==> src/rtl/usu_pkg.sv <==
`default_nettype none
package usu_pkg;
	// ----------------------------------------
	// Widths
	// ----------------------------------------
	localparam int DATA_W      = 8;
	localparam int CNT_W       = 4;
	localparam int SYNC_STAGES = 3;

	// ----------------------------------------
	// Control byte layout
	// ----------------------------------------
	localparam int CTRL_WM_HI = 5;
	localparam int CTRL_WM_LO = 4;
	localparam int CTRL_CS1   = 3;
	localparam int CTRL_CS0   = 2;
	localparam int CTRL_CLK   = 1;
	localparam int CTRL_TC    = 0;

	// ----------------------------------------
	// Status byte layout
	// ----------------------------------------
	localparam int STAT_START  = 7;
	localparam int STAT_OVF    = 6;
	localparam int STAT_CNT_HI = 3;
	localparam int STAT_CNT_LO = 0;

	// ----------------------------------------
	// Reset values and limits
	// ----------------------------------------
	localparam logic [7:0] DATA_RST = 8'h00;
	localparam logic [7:0] CTRL_RST = 8'h00;
	localparam logic [3:0] CNT_RST  = 4'h0;
	localparam logic [3:0] CNT_MAX  = 4'hf;

	typedef enum logic [1:0] {
		WIRE_NONE     = 2'h0,
		WIRE_THREE    = 2'h1,
		WIRE_TWO      = 2'h2,
		WIRE_TWO_HOLD = 2'h3
	} wire_mode_e;
endpackage
`default_nettype wire

==> src/rtl/byte_stream_if.sv <==
`timescale 1ns/10ps
`default_nettype none
interface byte_stream_if;
	logic       valid;
	logic       ready;
	logic [7:0] data;
	modport src (output valid, output data, input ready);
	modport snk (input valid, input data, output ready);
endinterface
`default_nettype wire

==> src/rtl/universal_serial_unit.sv <==
// Behaviour
// - 8-bit shift register, MSB to output pin
// - Output latch changes opposite sampling edge with external clock
// - Serial input always from data input pin
// - Readable, writable 4-bit counter with overflow
// - Register and counter share one clock source, except in strobe-count mode
// - External clock counts both edges
// - Clock from pin, timer match, software
// - Two-wire start flag and clock hold
// - SPI modes 0 and 1, no select
// - Eight clocks exchange both shift registers
// - Overflow sets the overflow flag
// - Clock pin toggles by port or strobe
// - Edge select swaps sample and shift edges
// - Sixteen external edges overflow the counter
// - Overflow flag serves as wake request
// - Flag write clears flag, loads counter
// - Toggle strobe counted in strobe-count mode
// - Half-rate master by alternating writes
// - Data write beats a simultaneous shift
`timescale 1ns/10ps
`default_nettype none
module universal_serial_unit
	import usu_pkg::*;
(
	// Clock and reset
	input  wire logic              i_clk,
	input  wire logic              i_reset,

	// Core writes to shift data register
	input  wire logic              i_data_wr,
	input  wire logic [DATA_W-1:0] i_data_wdata,

	// Core writes to control register
	input  wire logic              i_ctrl_wr,
	input  wire logic [7:0]        i_ctrl_wdata,

	// Core writes to status register
	input  wire logic              i_status_wr,
	input  wire logic [7:0]        i_status_wdata,

	// Clock pin port register and direction
	input  wire logic              i_clock_port_wr,
	input  wire logic              i_clock_port_value,
	input  wire logic              i_clock_pin_dir,

	// Timer compare match event
	input  wire logic              i_timer0_match,

	// Pins from outside
	input  wire logic              i_serial_in_pin,
	input  wire logic              i_serial_clock_pin,

	// Register views
	output logic [DATA_W-1:0]      o_shift_data_reg,
	output logic [7:0]             o_serial_control_reg,
	output logic [CNT_W-1:0]       o_counter,
	output logic                   o_counter_overflow_flag,
	output logic                   o_start_flag,

	// Pins to outside
	output logic                   o_serial_data_out,
	output logic                   o_sda_oe,
	output logic                   o_serial_clock_out,
	output logic                   o_serial_clock_oe,

	// Received bytes
	output logic                   o_rx_valid,
	output logic [DATA_W-1:0]      o_rx_data,
	input  wire logic              i_rx_ready,
	output logic                   o_rx_overrun
);
	// ----------------------------------------
	// Helpers
	// ----------------------------------------
	function automatic logic [3:0] bump(input logic [3:0] v);
		bump = v + 4'h1;
	endfunction

	// ----------------------------------------
	// Pin synchronisers
	// ----------------------------------------
	// Index 0 is the data input, index 1 the clock pin
	logic [SYNC_STAGES-1:0] sync_chain [2];
	logic [1:0]             pin_level;
	wire  [1:0]             pin_raw = {i_serial_clock_pin, i_serial_in_pin};
	wire  [1:0]             agree;
	wire  [1:0]             rise;
	wire  [1:0]             fall;

	genvar g;
	generate
		for (g = 0; g < 2; g++)
		begin : g_sync
			assign agree[g] = sync_chain[g][1] == sync_chain[g][2];
			assign rise[g]  = agree[g] & sync_chain[g][2] & ~pin_level[g];
			assign fall[g]  = agree[g] & ~sync_chain[g][2] & pin_level[g];

			always_ff @(posedge i_clk or posedge i_reset)
			begin
				if (i_reset)
				begin
					sync_chain[g] <= 3'h0;
					pin_level[g]  <= 1'b0;
				end
				else
				begin
					sync_chain[g] <= {sync_chain[g][1:0], pin_raw[g]};
					if (agree[g])
						pin_level[g] <= sync_chain[g][2];
				end
			end
		end
	endgenerate

	wire serial_in_level = pin_level[0];
	wire clock_level     = pin_level[1];
	wire clock_rise      = rise[1];
	wire clock_fall      = fall[1];
	wire sda_fall        = fall[0];

	// ----------------------------------------
	// Control decode
	// ----------------------------------------
	logic [7:0] ctrl;
	// Strobes act in the very write that carries them
	wire  [7:0] eff_ctrl   = i_ctrl_wr ? i_ctrl_wdata : ctrl;
	wire  [1:0] wm_bits    = eff_ctrl[CTRL_WM_HI:CTRL_WM_LO];
	wire        cs1        = eff_ctrl[CTRL_CS1];
	wire        cs0        = eff_ctrl[CTRL_CS0];
	wire        clk_mode   = eff_ctrl[CTRL_CLK];
	wire        sw_clock   = i_ctrl_wr & i_ctrl_wdata[CTRL_CLK];
	wire        toggle_stb = i_ctrl_wr & i_ctrl_wdata[CTRL_TC];
	wire        two_wire   = wm_bits[1];
	wire        hold_mode  = wm_bits == WIRE_TWO_HOLD;

	always_ff @(posedge i_clk or posedge i_reset)
	begin
		if (i_reset)
			ctrl <= CTRL_RST;
		else if (i_ctrl_wr)
			ctrl <= {i_ctrl_wdata[7:1], 1'b0} | {6'h00, i_ctrl_wdata[CTRL_CLK], 1'b0};
	end

	// ----------------------------------------
	// Clock source selection
	// ----------------------------------------
	// Sample edge: rising for select 0, falling for select 1
	wire ext_sample = cs0 ? clock_fall : clock_rise;
	wire int_shift  = cs0 ? i_timer0_match : sw_clock;
	wire shift_evt  = cs1 ? ext_sample : int_shift;
	// External clock counts both edges, or the toggle strobe
	wire ext_count  = clk_mode ? toggle_stb : (clock_rise | clock_fall);
	wire count_evt  = cs1 ? ext_count : int_shift;

	// ----------------------------------------
	// Shift data register
	// ----------------------------------------
	logic [DATA_W-1:0] shift_data;
	logic [DATA_W-1:0] next_shift_data;

	always_comb
	begin
		if (i_data_wr)
			next_shift_data = i_data_wdata;
		else if (shift_evt)
			next_shift_data = {shift_data[6:0], serial_in_level};
		else
			next_shift_data = shift_data;
	end

	always_ff @(posedge i_clk or posedge i_reset)
	begin
		if (i_reset)
			shift_data <= DATA_RST;
		else
			shift_data <= next_shift_data;
	end

	// ----------------------------------------
	// Output latch
	// ----------------------------------------
	// Always open with an internal clock, else only in the half cycle before the shift edge,
	// so the pin moves on the edge opposite sampling
	wire  latch_open = ~cs1 | (clock_level == cs0);
	logic out_latch;
	wire  next_out   = latch_open ? shift_data[7] : out_latch;

	always_ff @(posedge i_clk or posedge i_reset)
	begin
		if (i_reset)
		begin
			out_latch <= 1'b0;
			o_sda_oe  <= 1'b0;
		end
		else
		begin
			out_latch <= next_out;
			o_sda_oe  <= two_wire & ~next_out;
		end
	end

	// ----------------------------------------
	// Edge counter and overflow flag
	// ----------------------------------------
	logic [CNT_W-1:0] counter;
	logic             ovf_flag;
	wire              wrap      = count_evt & (counter == CNT_MAX);
	wire              ovf_clear = i_status_wr & i_status_wdata[STAT_OVF];
	wire              next_ovf  = wrap | (ovf_flag & ~ovf_clear);

	always_ff @(posedge i_clk or posedge i_reset)
	begin
		if (i_reset)
			counter <= CNT_RST;
		else if (i_status_wr)
			counter <= i_status_wdata[STAT_CNT_HI:STAT_CNT_LO];
		else if (count_evt)
			counter <= bump(counter);
	end

	always_ff @(posedge i_clk or posedge i_reset)
	begin
		if (i_reset)
			ovf_flag <= 1'b0;
		else
			ovf_flag <= next_ovf;
	end

	// ----------------------------------------
	// Two-wire start detect and wait states
	// ----------------------------------------
	logic start_flag;
	wire  start_seen  = two_wire & sda_fall & clock_level;
	wire  start_clear = i_status_wr & i_status_wdata[STAT_START];
	wire  next_start  = start_seen | (start_flag & ~start_clear);
	// Holding the clock low stretches the partner's cycle
	wire  next_hold   = two_wire & (next_start | (hold_mode & next_ovf));

	always_ff @(posedge i_clk or posedge i_reset)
	begin
		if (i_reset)
			start_flag <= 1'b0;
		else
			start_flag <= next_start;
	end

	// ----------------------------------------
	// Clock pin drive
	// ----------------------------------------
	logic clock_port;
	logic next_clock_port;

	always_comb
	begin
		if (i_clock_port_wr)
			next_clock_port = i_clock_port_value;
		else if (toggle_stb)
			next_clock_port = ~clock_port;
		else
			next_clock_port = clock_port;
	end

	wire next_clk_oe = two_wire
		? (next_hold | (i_clock_pin_dir & ~next_clock_port))
		: i_clock_pin_dir;
	wire next_clk_out = two_wire ? 1'b0 : next_clock_port;

	always_ff @(posedge i_clk or posedge i_reset)
	begin
		if (i_reset)
		begin
			clock_port         <= 1'b0;
			o_serial_clock_out <= 1'b0;
			o_serial_clock_oe  <= 1'b0;
		end
		else
		begin
			clock_port         <= next_clock_port;
			o_serial_clock_out <= next_clk_out;
			o_serial_clock_oe  <= next_clk_oe;
		end
	end

	// ----------------------------------------
	// Received byte capture
	// ----------------------------------------
	// The shift register itself is unbuffered; a copy
	// goes to the pair buffer so a slow reader keeps it
	byte_stream_if push_s ();
	byte_stream_if pop_s ();

	logic              pend_valid;
	logic [DATA_W-1:0] pend_data;
	wire               pend_taken = pend_valid & push_s.ready;

	assign push_s.valid = pend_valid;
	assign push_s.data  = pend_data;
	assign pop_s.ready  = i_rx_ready;

	always_ff @(posedge i_clk or posedge i_reset)
	begin
		if (i_reset)
		begin
			pend_valid   <= 1'b0;
			pend_data    <= DATA_RST;
			o_rx_overrun <= 1'b0;
		end
		else if (wrap)
		begin
			pend_valid <= 1'b1;
			pend_data  <= next_shift_data;
			if (pend_valid & ~push_s.ready)
				o_rx_overrun <= 1'b1;
		end
		else if (pend_taken)
			pend_valid <= 1'b0;
	end

	rx_pair_buffer u_rx_buffer (
		.i_clk   (i_clk),
		.i_reset (i_reset),
		.in_s    (push_s),
		.out_s   (pop_s)
	);

	assign o_rx_valid = pop_s.valid;
	assign o_rx_data  = pop_s.data;

	// ----------------------------------------
	// Register views
	// ----------------------------------------
	assign o_shift_data_reg        = shift_data;
	assign o_serial_control_reg    = ctrl;
	assign o_counter               = counter;
	assign o_counter_overflow_flag = ovf_flag;
	assign o_start_flag            = start_flag;
	assign o_serial_data_out       = out_latch;
endmodule // universal_serial_unit
`default_nettype wire

==> src/rtl/rx_pair_buffer.sv <==
`timescale 1ns/10ps
`default_nettype none
module rx_pair_buffer
	import usu_pkg::*;
(
	// Clock and reset
	input  wire logic     i_clk,
	input  wire logic     i_reset,
	// Stream sides
	byte_stream_if.snk    in_s,
	byte_stream_if.src    out_s
);
	// ----------------------------------------
	// Head and skid entry
	// ----------------------------------------
	logic              head_valid;
	logic [DATA_W-1:0] head_data;
	logic              tail_valid;
	logic [DATA_W-1:0] tail_data;
	wire               push = in_s.valid & ~tail_valid;
	wire               head_free = ~head_valid | out_s.ready;

	// Skid entry full means the source must wait
	assign in_s.ready  = ~tail_valid;
	assign out_s.valid = head_valid;
	assign out_s.data  = head_data;

	always_ff @(posedge i_clk or posedge i_reset)
	begin
		if (i_reset)
		begin
			head_valid <= 1'b0;
			head_data  <= DATA_RST;
			tail_valid <= 1'b0;
			tail_data  <= DATA_RST;
		end
		else if (head_free)
		begin
			head_valid <= tail_valid | push;
			head_data  <= tail_valid ? tail_data : in_s.data;
			tail_valid <= tail_valid & push;
			if (tail_valid & push)
				tail_data <= in_s.data;
		end
		else if (push)
		begin
			tail_valid <= 1'b1;
			tail_data  <= in_s.data;
		end
	end
endmodule // rx_pair_buffer
`default_nettype wire

==> config.mk <==
export PLATFORM = sky130hd
export DESIGN_NAME = universal_serial_unit
export DESIGN_NICKNAME = d
export VERILOG_FILES = /design/src/rtl/usu_pkg.sv /design/src/rtl/byte_stream_if.sv /design/src/rtl/universal_serial_unit.sv /design/src/rtl/rx_pair_buffer.sv
export SDC_FILE = /design/constraint.sdc
export NUM_CORES = 1
export LEC_CHECK = 0
export ABC_AREA = 1
export BUFFER_PORTS_ARGS = -buffer_cell sky130_fd_sc_hd__buf_2
export CAP_MARGIN = 20
export CORE_ASPECT_RATIO = 1.5
export CORE_MARGIN = 2
export CORE_UTILIZATION = 49
export CTS_BUF_LIST = sky130_fd_sc_hd__clkbuf_8
export CTS_CLUSTER_DIAMETER = 40
export DETAILED_ROUTE_END_ITERATION = 12
export GPL_TIMING_DRIVEN = 0
export HOLD_SLACK_MARGIN = 0.15
export PLACE_DENSITY = 0.78
export SYNTH_ARGS = -nofsm -noshare
export SYNTH_HDL_FRONTEND = slang
export SYNTH_SLANG_ARGS = --single-unit
==> constraint.sdc <==
create_clock -name i_clk -period 1.7 [get_ports i_clk]
set_clock_uncertainty 0.2 [all_clocks]
set_input_delay 0.17 -clock i_clk [delete_from_list [all_inputs] [get_ports i_clk]]
set_output_delay 0.17 -clock i_clk [all_outputs]
set_load 0.01 [all_outputs]
=== Yosys cells after proc, flatten, opt, wreduce, memory -nomap -nowiden ===
Index checks and enable logic that the tools add are counted.

* Bits in registers: 63
* Bits of input ports: 36
* Output and inout port bits: 36
* Word-level logic and storage cells: 98

* Add/sub/neg operators: 1
* Equality and inequality tests: 6
* Mux-type cells: 23
* Bitwise logic cells: 42
* Reduce and logical (&&, ||, !) cells: 5

{| class="wikitable"
|+ Operator list
! kind !! count
|-
| 8-bit 2-to-1 mux || 6
|-
| 1-bit bitwise AND || 22
|-
| 1-bit 2-to-1 mux || 14
|-
| 1-bit NOT || 11
|-
| 4-bit 2-to-1 mux || 2
|-
| 1-bit bitwise OR || 8
|-
| 8-bit by 2-bit bitwise OR with 8-bit output || 1
|-
| 6-bit 2-to-1 mux || 1
|-
| 2-bit nonzero test || 3
|-
| 4-bit by 1-bit adder with 4-bit output, second input constant || 1
|-
| 4-bit == test, second input constant || 1
|-
| 2-bit AND reduction || 2
|-
| 1-bit == test || 3
|-
| 2-bit == test, second input constant || 1
|-
| 2-bit != test, second input constant || 1
|}

=== Depth between registers and ports, before layout ===
* Word-level depth: 13
* Mapped depth: 14
* Gate-level depth less buffers: 14

=== Cells and area by module ===
Synthesis repeated with hierarchy kept, for this count alone.

* Cells, all modules: 327
* Area, all modules: 2,925.3 sq um

{| class="wikitable"
|+ Modules (own cells, without submodules)
! module !! instances !! cells an instance !! area each (sq um) !! sequential area each (sq um)
|-
| universal_serial_unit || 1 || 222 || 2,070.7 || 1,101.1
|-
| rx_pair_buffer || 1 || 105 || 854.6 || 450.4
|}

=== Worst setup path after synthesis ===
No wires, ideal clock.

* Path kind: flip-flop to flip-flop
* From: register ctrl[2], in the netlist o_serial_control_reg[2]
* To: register pend_data[0]
* Setup time: 74 ps
* Data arrival time: 1,369 ps
* Required time: 1,426 ps
* Setup slack: 57 ps
* Cell stages (with the launch flop): 12
* Buffers on the path: 1
* Clock period less this slack: 1,643 ps
* Cell sequence: dfrtp_1 inv_1 o21ai_2 nand2_1 nand2_1 nand2_4 nand2_4 nand2_4 inv_4 buf_6 nand3_2 o21ai_2

* Longest elaborated chain between the ends: 5
* Elaborated cells on any way between the ends: 8
* Classes of those cells: mux (7); bitwise (1)

{| class="wikitable"
|+ RTL lines
! item !! RTL line !! text
|-
| start: declaration || universal_serial_unit.sv:125 || <nowiki>logic [7:0] ctrl;</nowiki>
|-
| start signal: assignment || universal_serial_unit.sv:142 || <nowiki>ctrl <= {i_ctrl_wdata[7:1], 1'b0} | {6'h00, i_ctrl_wdata[CTRL_CLK], 1'b0};</nowiki>
|-
| 6-bit 2-to-1 mux * || universal_serial_unit.sv:127 || <nowiki>wire [7:0] eff_ctrl = i_ctrl_wr ? i_ctrl_wdata : ctrl;</nowiki>
|-
| 1-bit 2-to-1 mux, on equally long branches || universal_serial_unit.sv:150, universal_serial_unit.sv:149 ||
|-
| 1-bit 2-to-1 mux || universal_serial_unit.sv:151 || <nowiki>wire shift_evt = cs1 ? ext_sample : int_shift;</nowiki>
|-
| 8-bit 2-to-1 mux || universal_serial_unit.sv:166 || <nowiki>else if (shift_evt)</nowiki>
|-
| 8-bit 2-to-1 mux || universal_serial_unit.sv:164 || <nowiki>if (i_data_wr)</nowiki>
|-
| end signal: assignment || universal_serial_unit.sv:312 || <nowiki>pend_data <= next_shift_data;</nowiki>
|-
| end: declaration || universal_serial_unit.sv:294 || <nowiki>logic [DATA_W-1:0] pend_data;</nowiki>
|}

Mark *: on every way between the ends. The rest lies on a longest branch, timed or not.
A chain may end at the register's enable or synchronous reset.

=== Worst setup path after layout ===
* From: input port i_ctrl_wdata[3]
* To: register shift_data[5], in the netlist o_shift_data_reg[5]

* Longest elaborated chain between the ends: 4

{| class="wikitable"
|+ RTL lines
! item !! RTL line !! text
|-
| start: declaration || universal_serial_unit.sv:36 || <nowiki>input wire logic [7:0] i_ctrl_wdata,</nowiki>
|-
| 6-bit 2-to-1 mux || universal_serial_unit.sv:127 ||
|-
| 1-bit 2-to-1 mux || universal_serial_unit.sv:151 ||
|-
| 8-bit 2-to-1 mux || universal_serial_unit.sv:166 ||
|-
| 8-bit 2-to-1 mux || universal_serial_unit.sv:164 ||
|-
| via next_shift_data[5] || universal_serial_unit.sv:160 || <nowiki>logic [DATA_W-1:0] next_shift_data;</nowiki>
|-
| end signal: assignment || universal_serial_unit.sv:177 || <nowiki>shift_data <= next_shift_data;</nowiki>
|-
| end: declaration || universal_serial_unit.sv:159 || <nowiki>logic [DATA_W-1:0] shift_data;</nowiki>
|}

The timed path passes the listed nets, and every way through them passes these cells.

==> run metrics <==
crit path max fanout=8; die height=95.7 um; final setup vio count=17; wire per inst=14.5 um; DRC Markers=0; crit-path cells=dlygate4sd3_1, buf_2, inv_1, nand2_1, o21ai_2, inv_2, nand3_4, nand2_4, nand2_1, nand3_1, and2_1; Tmin final=1.76 ns; CP Launch Type=primary input; final core occ=0.747; clock sinks=62; Reg-to-Reg End=o_shift_data_reg[1]$_DFF_PP0_; Leak=2.05 nW; most used cell, CP=nand2_1; WP buf/inv=4; sequential share of the synthesized area=0.565; Post-DP HPWL=4150 um; status=complete, but fails checks; via count of the first global-routing pass=2581; Die W=65.1 um; CORE AREA=0.00545 sq mm; FF-to-FF setup slack=-0.05 ns; worst hold path depth=4; Worst Path Required=1.72 ns; Top delay family on crit path=buffers and inverters; Synth warnings=0; slowest CP cell=dlygate4sd3_1; count of filler cells inserted in the layout=383; Rel. slew slack=0.607; crit share post-route=1.03; Syn Area/Cell=9.30 sq um; placed instance area=0.00320 sq mm; pre-CTS WS=-0.198 ns; Inserted Clock Buffers=9; DRT iter0 DRCs=104; area taken by multi-input logic gates=0.00115 sq mm; Clock Latency Late Sink=0.34 ns; Setup CP Type=in2reg; Site Rows=33; RSZ-0062 raised after global routing=true; Area Growth Syn to Fin=48.4%; type of destination of the critical path=flip-flop; Hold Fails Final Rpt=0; clock transition at the registers of the reported paths=0.07 ns; largest net degree at the start of global routing=38; initial core utilization=0.503; CP Depth=11; max cap viols=0; worst setup path start=i_ctrl_wdata[3]; GRT Util Overall=0.256; DRT Pass-1 Iters=4; drt via density=5.03; final WL=7300 um; final RePlAce weighted congestion=0.804; Pins Over Slew Limit=0; Critical Path AT=1.78 ns; Pwr Total=0.00445 W; Max Root-Sink Buffers=2; final worst slack=-0.0581 ns; Worst VDD drop=0.894 mV; cell area after layout=0.00407 sq mm; mapped cell area=0.00274 sq mm; port bufs=68; layout cells sized above 1=0.356; synth unique cells=33; slowest stage delay, CP=0.54 ns; f_max=0.569 GHz; Die Area=0.00623 sq mm; hold_buf cts=42; Worst Setup EP=o_shift_data_reg[5]$_DFF_PP0_; Synth Instances=295; R2R depth=8; first-pass GRT wire length=11700 um; Ports=72; worst-margin pin slew=0.588 ns; failing checks=negative setup slack; Worst Hold Class=in2reg; post-route ant nets=0; PwrDens=1090 mW/mm^2; via count=2532; root buffer cell=clkbuf_8; total congestion overflow=0; number of synthesized register bits=62; fin nets=468; worst reg2reg startpoint=sync_chain[1]$_DFF_PP0_; H-tree depth=3; Syn Nets=335; ANT cells=0; initial antenna violation count=0; register area=0.00155 sq mm; CTS tree=built
-- stage by stage --
stage / TNS, ns / hold WS, ns / cells
after floorplan: 0 / 0.00143 / 295
after global placement: -1.81 / 0.0787 / 433
final: -0.615 / 0.00136 / 503
after global routing: -3.01 / 0.00465 / 503
after detailed placement: -2.56 / 0.0562 / 434
after CTS: -0.373 / 0.0176 / 501
-- cell usage after synthesis --
master    number  share of area
dfrtp_1       62           0.57
nand2_1       58          0.079
inv_1         31          0.042
nand3_1       26          0.047
nor2_1        19          0.026
a21oi_1       17          0.031
o21ai_0       13          0.024
and2_1         8          0.018
or2_2          8          0.018
o21ai_1        6          0.011
ha_1           4          0.018
nand2_4        4          0.016
nor3_1         4         0.0073
o21ai_2        4          0.013
mux2_2         3          0.012
nand3_2        3          0.011
xor2_1         3         0.0096
a31oi_1        2         0.0046
buf_4          2         0.0055
clkbuf_1       2         0.0027
clkinv_1       2         0.0027
nor2_2         2         0.0046
o21a_1         2         0.0055
a31o_2         1         0.0032
buf_1          1         0.0014
buf_6          1         0.0041
conb_1         1         0.0014
inv_2          1         0.0014
inv_4          1         0.0023
nand2_2        1         0.0023
o211ai_1       1         0.0027
or2_0          1         0.0023
xnor2_1        1         0.0032
-- cells in the final DEF (no fill, tap or decap), drive strengths merged --
| cell type | netlist | routed |
|---|---|---|
| dlygate4sd3 | 0 | 41 |
| nand3 | 29 | 30 |
| nor2 | 21 | 21 |
| a31o | 1 | 1 |
| bufinv | 0 | 1 |
| clkinv | 2 | 5 |
| nand2 | 63 | 63 |
| conb | 1 | 1 |
| clkinvlp | 0 | 1 |
| dfrtp | 62 | 62 |
| mux2 | 3 | 3 |
| clkbuf | 2 | 12 |
| nor3 | 4 | 4 |
| or2 | 9 | 9 |
| buf | 4 | 85 |
| o21a | 2 | 2 |
| o21ai | 23 | 23 |
| xnor2 | 1 | 1 |
| xor2 | 3 | 3 |
| a31oi | 2 | 2 |
| o211ai | 1 | 1 |
| inv | 33 | 33 |
| and2 | 8 | 8 |
| a21oi | 17 | 17 |
| ha | 4 | 4 |
-- power breakdown --
group	total, W	switching (W)	internal (W)	leakage [nW]
Clock	0.00129	0.000544	0.000743	0.110
Sequential	0.00200	0.000197	0.00180	0.740
Combinational	0.00116	0.000616	0.000544	1.20
Total	0.00445	0.00136	0.00309	2.05
-- tightest hold or removal path, stage by stage --
cell     delay [ns]
buf_2          0.10
nor2_4         0.05
a21oi_1        0.11
a21oi_1        0.07
-- what timing repair did --
item | 4_1_cts | 5_1_grt
buffers inserted | 8 | 3
gates resized for setup | 25 | 12
setup endpoints to repair | 34 | 24
gates cloned | 2 | 0
hold endpoints to repair | 109 | 7
pin swaps | 10 | 6
-- metal layers --
layer  GRT usage  vias to the layer above  wire length [um]
met4       0.134                        0               170
met5           0                        -                 0
met3      0.0567                       14               330
met1       0.270                     1211              2700
met2       0.472                       90              4100
li1            -                     1217                 -
-- cell type report --
cell class              count  area share
clock buffers              11      0.0372
repair buffers            122       0.221
multi-input cells         193       0.283
well taps                  70      0.0215
plain buffers               5     0.00922
inverters                  35      0.0350
flip-flops and latches     62       0.381
clock inverters             5      0.0120
-- cells by family after synthesis --
family                   Yosys count  synth area share
AO/OA/AOI/OAI                     46            0.0944
AND/OR/NAND/NOR                  134             0.233
multiplexers                       3            0.0123
XOR/XNOR                           4            0.0128
adder cells (fa/ha/maj)            4            0.0182
other                              1           0.00137
buffers and inverters             41            0.0625
flip-flops                        62             0.565
-- worst min-delay path by stage --
stage	start	endpoint	slack (ns)
after floorplan	i_serial_clock_pin	sync_chain[0]$_DFF_PP0_	0.001
after global placement	i_serial_clock_pin	sync_chain[0]$_DFF_PP0_	0.08
after detailed placement	i_reset	u_rx_buffer.out_s.valid$_DFFE_PP0N_	0.06
after CTS	i_rx_ready	u_rx_buffer.out_s.data[7]$_DFFE_PP0N_	0.02
after global routing	i_rx_ready	u_rx_buffer.out_s.data[2]$_DFFE_PP0N_	0.005
final	i_rx_ready	u_rx_buffer.out_s.data[5]$_DFFE_PP0N_	0.001
(Power assumes the default switching activity.)
